===== src/design/bss_pkg.sv =====
package bss_pkg;

  // ==========================================================================
  // Field and memory sizes
  // ==========================================================================
  localparam int FIELD_W     = 4;
  localparam int ROM_KB      = 64;
  localparam int ROM_BYTES   = ROM_KB * 1024;
  localparam int SRAM_KB     = 200;
  localparam int SRAM_BYTES  = SRAM_KB * 1024;
  localparam int SRAM_ADDR_W = 18;
  localparam int DATA_W      = 8;
  localparam int QUAD_PINS   = 6;

  localparam logic [FIELD_W-1:0]   FIELD_BLANK    = 4'h0;
  localparam logic [FIELD_W-1:0]   FIELD_RSV_LOW  = 4'ha;
  localparam logic [QUAD_PINS-1:0] QUAD_PINS_ALL  = 6'h3f;
  localparam logic [QUAD_PINS-1:0] QUAD_PINS_NONE = 6'h00;

  // ==========================================================================
  // Boot-source codes, as held in the one-time-programmable field
  // ==========================================================================
  typedef enum logic [3:0] {
    SRC_PIN_STATE    = 4'h0,
    SRC_SERIAL_ZERO  = 4'h1,
    SRC_QUAD_FLASH   = 4'h2,
    SRC_EXT_MEM8     = 4'h3,
    SRC_EXT_MEM16    = 4'h4,
    SRC_EXT_MEM32    = 4'h5,
    SRC_USB_FIRST    = 4'h6,
    SRC_USB_SECOND   = 4'h7,
    SRC_SYNC_SERIAL  = 4'h8,
    SRC_SERIAL_THREE = 4'h9,
    SRC_NONE         = 4'hf
  } bss_src_t;

  typedef enum logic [1:0] {
    BUS_NONE = 2'h0,
    BUS_8    = 2'h1,
    BUS_16   = 2'h2,
    BUS_32   = 2'h3
  } bss_width_t;

  // ==========================================================================
  // Carriers
  // ==========================================================================
  typedef struct packed {
    logic bootStrapPinD;
    logic bootStrapPinC;
    logic bootStrapPinB;
    logic bootStrapPinA;
  } bss_strap_t;

  typedef struct packed {
    logic [QUAD_PINS-1:0] quadPins;
    logic                 syncSerialClockPin;
    logic                 syncSerialSelectPin;
    logic                 syncSerialInputPin;
    logic                 syncSerialOutputPin;
    logic                 serialPortZero;
    logic                 serialPortThree;
    logic                 chipSelectZero;
    logic                 usbPortFirst;
    logic                 usbPortSecond;
  } bss_pins_t;

  typedef struct packed {
    logic       valid;
    bss_src_t   src;
    bss_width_t memWidth;
    bss_pins_t  pins;
  } bss_cfg_t;

  // ==========================================================================
  // Boot sequence states
  // ==========================================================================
  typedef enum logic [5:0] {
    ST_SAMPLE   = 6'h01,
    ST_WAIT_OTP = 6'h02,
    ST_DECODE   = 6'h04,
    ST_DONE     = 6'h08,
    ST_ISP_LOAD = 6'h10,
    ST_ISP_RUN  = 6'h20
  } bss_state_t;

endpackage


===== src/design/bss_decode.sv =====
`timescale 1ns/1ps
module bss_decode
  import bss_pkg::*;
(
  // Selected code
  input  wire logic [bss_pkg::FIELD_W-1:0] code,
  // Decoded configuration
  output bss_pkg::bss_cfg_t                cfg
);

  always_comb begin
    cfg = '0;
    cfg.src = SRC_NONE;
    cfg.memWidth = BUS_NONE;
    case (code)
      // RULE_03: serial port zero
      4'h1: begin
        cfg.valid = 1'b1;
        cfg.src = SRC_SERIAL_ZERO;
        cfg.pins.serialPortZero = 1'b1;
      end
      // RULE_04: quad flash pins
      4'h2: begin
        cfg.valid = 1'b1;
        cfg.src = SRC_QUAD_FLASH;
        cfg.pins.quadPins = QUAD_PINS_ALL;
      end
      // RULE_05: external memory widths
      4'h3: begin
        cfg.valid = 1'b1;
        cfg.src = SRC_EXT_MEM8;
        cfg.memWidth = BUS_8;
        cfg.pins.chipSelectZero = 1'b1;
      end
      4'h4: begin
        cfg.valid = 1'b1;
        cfg.src = SRC_EXT_MEM16;
        cfg.memWidth = BUS_16;
        cfg.pins.chipSelectZero = 1'b1;
      end
      4'h5: begin
        cfg.valid = 1'b1;
        cfg.src = SRC_EXT_MEM32;
        cfg.memWidth = BUS_32;
        cfg.pins.chipSelectZero = 1'b1;
      end
      // RULE_09: usb port selection
      4'h6: begin
        cfg.valid = 1'b1;
        cfg.src = SRC_USB_FIRST;
        cfg.pins.usbPortFirst = 1'b1;
      end
      4'h7: begin
        cfg.valid = 1'b1;
        cfg.src = SRC_USB_SECOND;
        cfg.pins.usbPortSecond = 1'b1;
      end
      // RULE_06: sync serial pins
      4'h8: begin
        cfg.valid = 1'b1;
        cfg.src = SRC_SYNC_SERIAL;
        cfg.pins.syncSerialClockPin = 1'b1;
        cfg.pins.syncSerialSelectPin = 1'b1;
        cfg.pins.syncSerialInputPin = 1'b1;
        cfg.pins.syncSerialOutputPin = 1'b1;
      end
      // RULE_03: serial port three
      4'h9: begin
        cfg.valid = 1'b1;
        cfg.src = SRC_SERIAL_THREE;
        cfg.pins.serialPortThree = 1'b1;
      end
      // Reserved codes, and a blank strap code, leave every source off.
      default: begin
        cfg.valid = 1'b0;
      end
    endcase
  end

endmodule


===== src/design/bss_boot_source_select.sv =====
`timescale 1ns/1ps
// Functional notes
// RULE_01: After reset, fetch from 64 kB boot ROM.
// RULE_02: Blank or zero field uses strap pins.
// RULE_03: Codes 1, 9 pick serial zero, three.
// RULE_04: Code 2 picks quad flash, six pins.
// RULE_05: Codes 3-5 pick 8/16/32-bit external memory.
// RULE_06: Code 8 picks SPI flash on sync serial.
// RULE_07: Quad and sync pin setups differ.
// RULE_08: Programming mode loads RAM, then runs it.
// RULE_09: Codes 6, 7 USB; 10-15 reserved.
module bss_boot_source_select #(
  parameter int SRAM_LIMIT = bss_pkg::SRAM_BYTES
) (
  // Clock and reset
  input  wire logic                            clock,
  input  wire logic                            sys_rst,
  // One-time-programmable field
  input  wire logic                            otpReady,
  input  wire logic                            otpProgrammed,
  input  wire logic [bss_pkg::FIELD_W-1:0]     otpBootField,
  // Boot-strap pins
  input  bss_pkg::bss_strap_t                  bootStrap,
  // Programming byte stream from serial port zero
  input  wire logic                            rxValid,
  input  wire logic [bss_pkg::DATA_W-1:0]      rxData,
  input  wire logic                            ispGo,
  output logic                                 rxReady,
  // On-chip RAM write port
  output logic                                 sramWe,
  output logic [bss_pkg::SRAM_ADDR_W-1:0]      sramAddr,
  output logic [bss_pkg::DATA_W-1:0]           sramData,
  // Boot result
  output logic                                 bootDone,
  output bss_pkg::bss_cfg_t                    bootCfg,
  output logic                                 fetchFromRom,
  output logic                                 execFromSram,
  output logic                                 ispActive
);
  import bss_pkg::*;

  localparam logic [SRAM_ADDR_W:0] LIMIT = (SRAM_ADDR_W+1)'(SRAM_LIMIT);

  // ==========================================================================
  // State
  // ==========================================================================
  bss_state_t              state_q;
  bss_strap_t              strap_q;
  logic [FIELD_W-1:0]      code_q;
  logic                    fromStraps_q;
  bss_cfg_t                bootCfg_q;
  logic                    bootDone_q;
  logic                    fetchFromRom_q;
  logic                    execFromSram_q;
  logic                    rxReady_q;
  logic                    sramWe_q;
  logic [SRAM_ADDR_W-1:0]  sramAddr_q;
  logic [DATA_W-1:0]       sramData_q;
  logic [SRAM_ADDR_W:0]    fill_q;
  logic                    useStraps;
  logic [FIELD_W-1:0]      selCode;
  bss_cfg_t                selCfg;
  logic                    rxTake;
  logic                    cfgHeld;

  // RULE_02: strap fallback select
  assign useStraps = !otpProgrammed || (otpBootField == FIELD_BLANK);
  assign selCode   = useStraps ? strap_q : otpBootField;
  assign rxTake    = (state_q == ST_ISP_LOAD) && rxValid && rxReady_q;
  assign cfgHeld   = (state_q == ST_DONE) || (state_q == ST_ISP_LOAD) || (state_q == ST_ISP_RUN);

  bss_decode uDecode (
    .code (selCode),
    .cfg  (selCfg)
  );

  // ==========================================================================
  // Boot sequence
  // ==========================================================================
  always_ff @(posedge clock or posedge sys_rst) begin
    if (sys_rst) begin
      state_q <= ST_SAMPLE;
    end else begin
      case (state_q)
        ST_SAMPLE:   state_q <= ST_WAIT_OTP;
        ST_WAIT_OTP: state_q <= otpReady ? ST_DECODE : ST_WAIT_OTP;
        ST_DECODE:   state_q <= (selCfg.src == SRC_SERIAL_ZERO) ? ST_ISP_LOAD : ST_DONE;
        ST_DONE:     state_q <= ST_DONE;
        ST_ISP_LOAD: state_q <= ispGo ? ST_ISP_RUN : ST_ISP_LOAD;
        ST_ISP_RUN:  state_q <= ST_ISP_RUN;
        default:     state_q <= ST_SAMPLE;
      endcase
    end
  end

  // Straps are caught on the first edge after release, never by the reset itself.
  always_ff @(posedge clock or posedge sys_rst) begin
    if (sys_rst) begin
      strap_q <= '0;
    end else if (state_q == ST_SAMPLE) begin
      strap_q <= bootStrap;
    end
  end

  // RULE_07: pin functions set once
  always_ff @(posedge clock or posedge sys_rst) begin
    if (sys_rst) begin
      bootCfg_q    <= '0;
      code_q       <= FIELD_BLANK;
      fromStraps_q <= 1'b0;
    end else if (state_q == ST_DECODE) begin
      bootCfg_q    <= selCfg;
      code_q       <= selCode;
      fromStraps_q <= useStraps;
    end
  end

  always_ff @(posedge clock or posedge sys_rst) begin
    if (sys_rst) begin
      bootDone_q <= 1'b0;
    end else if (state_q == ST_DECODE) begin
      bootDone_q <= (selCfg.src != SRC_SERIAL_ZERO);
    end
  end

  // RULE_01: boot ROM owns fetch
  always_ff @(posedge clock or posedge sys_rst) begin
    if (sys_rst) begin
      fetchFromRom_q <= 1'b1;
      execFromSram_q <= 1'b0;
    end else if ((state_q == ST_ISP_LOAD) && ispGo) begin
      fetchFromRom_q <= 1'b0;
      execFromSram_q <= 1'b1;
    end
  end

  // ==========================================================================
  // Programming mode load path
  // ==========================================================================
  // RULE_08: accept bytes into RAM
  always_ff @(posedge clock or posedge sys_rst) begin
    if (sys_rst) begin
      rxReady_q <= 1'b0;
    end else if ((state_q == ST_DECODE) && (selCfg.src == SRC_SERIAL_ZERO)) begin
      rxReady_q <= 1'b1;
    end else if ((state_q == ST_ISP_LOAD) && (ispGo || (rxTake && (fill_q + 1'b1 >= LIMIT)))) begin
      rxReady_q <= 1'b0;
    end
  end

  // Bytes past the RAM limit are refused by dropping ready rather than wrapping over code.
  always_ff @(posedge clock or posedge sys_rst) begin
    if (sys_rst) begin
      sramWe_q   <= 1'b0;
      sramAddr_q <= '0;
      sramData_q <= '0;
      fill_q     <= '0;
    end else begin
      sramWe_q <= rxTake;
      if (rxTake) begin
        sramAddr_q <= fill_q[SRAM_ADDR_W-1:0];
        sramData_q <= rxData;
        fill_q     <= fill_q + 1'b1;
      end
    end
  end

  assign rxReady      = rxReady_q;
  assign sramWe       = sramWe_q;
  assign sramAddr     = sramAddr_q;
  assign sramData     = sramData_q;
  assign bootDone     = bootDone_q;
  assign bootCfg      = bootCfg_q;
  assign fetchFromRom = fetchFromRom_q;
  assign execFromSram = execFromSram_q;
  assign ispActive    = rxReady_q;
endmodule


===== config.mk =====
export PLATFORM = sky130hd
export DESIGN_NAME = bss_boot_source_select
export DESIGN_NICKNAME = d
export VERILOG_FILES = /design/src/design/bss_pkg.sv /design/src/design/bss_decode.sv /design/src/design/bss_boot_source_select.sv
export SDC_FILE = /design/constraint.sdc
export NUM_CORES = 1
export LEC_CHECK = 0
export BUFFER_PORTS_ARGS = -buffer_cell sky130_fd_sc_hd__buf_4
export CAP_MARGIN = 15
export CORE_AREA = 2 2 83 85
export DETAILED_ROUTE_END_ITERATION = 10
export DIE_AREA = 0 0 85 87
export PLACE_DENSITY = 0.77
export SLEW_MARGIN = 20
export SYNTH_ARGS = -nofsm -noshare
export SYNTH_HDL_FRONTEND = slang
export SYNTH_SLANG_ARGS = --single-unit

===== constraint.sdc =====
create_clock -name clock -period 3.55 [get_ports clock]
set_clock_uncertainty 0.2 [all_clocks]
set_input_delay 0.8875 -clock clock [delete_from_list [all_inputs] [get_ports clock]]
set_output_delay 0.8875 -clock clock [all_outputs]
set_load 0.01 [all_outputs]

==> flow_summary.ini <==
[timing]
holdWs_ns = 0.230
setup_viol_count_final = 0
tightest_slew_ns = 0.769
finalHoldViolCount = 0
slew_headroom = 0.487
tns_ns = 0
fin_crit_ns = 2.56
fmax_ghz = 0.391
finalMaxSlewViolations = 0
rsz0062_at_grt = false
fin_crit_sh = 0.720

[global_routing]
grtUsageTotal = 0.190
grt_pass1_wl_um = 11100
grt-ovfl-total = 0
grt_max_degree = 38
antenna_found_initial = 0
grt_pass1_vias = 2380

[route]
wl_um = 6770
vias = 2549
first_pass_iters = 4
viasPerCell = 5.16
dr.first_iter.drc_count = 143
route.detailed.drc = 0
detail-route-antenna-nets = 0
avgRoutedWirePerCell_um = 13.7

[final_layout]
synthToLayoutAreaGrowth_pct = 23.1
drive_gt1_frac = 0.278
nets = 434
final_cells = 494
final_cell_mix = nand2_1 (107), buf_4 (81), dfrtp_1 (72)
antenna_cells = 0
final_common_cell = nand2_1
design_area_mm2 = 0.00416

[synth]
netlist_area_mm2 = 0.00337
synthFlopType = dfrtp_1
synth_compound_area_frac = 0.102
ys_seq_area_frac = 0.549
synth_fp_nets = 366
synth_cells = 342
synth_mux_area_frac = 0.0226
synthAdderAreaFrac = 0.00742
synth-edff-count = 0
async_flop_share = 1.00
ys_types = 47
yosys.area_share.simple = 0.224
synth-xor-area-share = 0.0519
syn_avg_cell_area_um2 = 9.87
synth_top_family_by_area = simple AND/OR/NAND/NOR gates
synth_warnings = 0
ys_ff_latch = 74

[setup_path]
path_max_fanout = 12
critPathRequiredTime_ns = 3.61
path_class = in2reg
crit_path_end_kind = register
crit_arrival_ns = 2.62
cp-start-kind = input port
r2r_setup_slack_ns = 1.11

[power_and_ir_drop]
p_leak_nw = 2.13
clkPwrFrac = 0.285
switching_share = 0.304
power_frac_seq = 0.448
power_switching_uw = 745
p_int_mw = 1.70
ir_drop_mv = 0.426
p_comb_frac = 0.268
power_density_mw_per_mm2 = 589
finalPower_mw = 2.45

[floorplanning]
die_h_um = 87
die_x_um = 85
start_util = 0.514
core_mm2 = 0.00657
ioPinCount = 76
rows = 30
die_area_mm2 = 0.00740

[place]
dp.cells = 479
dpl-instance-area_mm2 = 0.00395
port_buffers = 75
gp_congestion = 0.887
dp_hpwl_um = 4720

[cts]
h-tree-depth = 3
cts_sinks = 74
cts_resized = 0
tritoncts = built
cts-buffers-inserted = 9
cts_buffer_depth = 2
cts_root_buffer = clkbuf_8
cts_hold_buf = 0
clk_pin_slew_ns = 0.08
clkLatencyLatePin_ns = 0.35
cts_setup_buffers = 0

[worst_hold_path]
hp-class = in2async

[outcome]
status = complete, no violations

[run]
cap_violations = 0
## cells in the mapped netlist (2+ instances only)
cell / instances / share of area
nand2_1: 107 / 0.12
dfrtp_1: 72 / 0.53
nor2_1: 14 / 0.016
o21ai_0: 13 / 0.019
xnor2_1: 11 / 0.029
buf_4: 10 / 0.022
clkbuf_1: 9 / 0.010
xor2_1: 9 / 0.023
nand3_1: 8 / 0.012
nand4_1: 8 / 0.015
o31ai_1: 8 / 0.018
a21oi_1: 5 / 0.0074
a22o_1: 5 / 0.013
buf_2: 5 / 0.0074
mux2_2: 5 / 0.017
nor2b_1: 4 / 0.0074
a22oi_1: 3 / 0.0067
a31oi_1: 3 / 0.0056
nor4_1: 3 / 0.0056
o41ai_1: 3 / 0.0078
or3_1: 3 / 0.0056
dfstp_2: 2 / 0.016
ha_1: 2 / 0.0074
inv_1: 2 / 0.0022
mux2i_1: 2 / 0.0059
nand2b_1: 2 / 0.0037
nor3b_1: 2 / 0.0044
o21a_1: 2 / 0.0044
or2_2: 2 / 0.0037
## final cells by class
cell class                      instances  area, um2
Clock buffer                            9        124
Clock inverter                          6       82.6
Fill cell                             550       2410
Inverter                                2       7.51
Multi-Input combinational cell        242       1380
Sequential cell                        74       1850
Tap cell                               80        100
Timing Repair Buffer                   81        608
## critical path: stages
cell and delay [ns]:
buf_4 0.15, o31ai_1 0.11, a22oi_1 0.60, nand4_1 0.26
or2_2 0.38, a221oi_2 0.23
## cells by family after synthesis
logic type | after synthesis
buffers and inverters | 26
adder cells (fa/ha/maj) | 2
multiplexers | 7
flip-flops | 74
AO/OA/AOI/OAI | 49
XOR/XNOR | 20
AND/OR/NAND/NOR | 164
## state kept, by name (all words and copies together) (netlist names)
register      count
bootCfg          14
bootDone          1
execFromSram      1
fetchFromRom      1
fill_q           19
ispActive         1
sramAddr         18
sramData          8
sramWe            1
state_q           6
strap_q           4
## path summary, 6_finish.rpt
check | from | to | cells after the start
min in group clock | sramAddr[7] | sramAddr[7] | 2
worst max register to register | state_q[1] | sramAddr[11] | 8
worst max-delay path | otpProgrammed | ispActive | 6
worst min-delay path | sys_rst | sramAddr[5] | 2
max in group asynchronous | sys_rst | bootCfg[13] | 3
worst min register to register | sramAddr[7] | sramAddr[7] | 2
## through the flow
step                      utilization  setup slack, ns
after CTS                       0.633             1.00
after global routing            0.633            0.781
after detailed placement        0.601            0.641
after global placement          0.601            0.699
after floorplan                     -            0.584
final                           0.633            0.993
## power by group through the flow
stage                     clock network [mW]  registers [mW]  logic, mW
after floorplan                            0            1.13      0.396
after global placement                     0            1.10      0.648
after detailed placement                   0            1.11      0.661
after CTS                              0.709            1.10      0.663
after global routing                   0.747            1.12      0.718
final                                  0.697            1.10      0.655
## per-layer routing
| layer | up-vias | GRT usage | part of all wire |
|---|---|---|---|
| met3 | 12 | 0.0360 | 0.037 |
| met5 | - | 0 | 0 |
| met1 | 1194 | 0.256 | 0.48 |
| li1 | 1294 | - | - |
| met4 | 0 | 0.105 | 0.025 |
| met2 | 49 | 0.289 | 0.46 |
(Power assumes the default switching activity.)
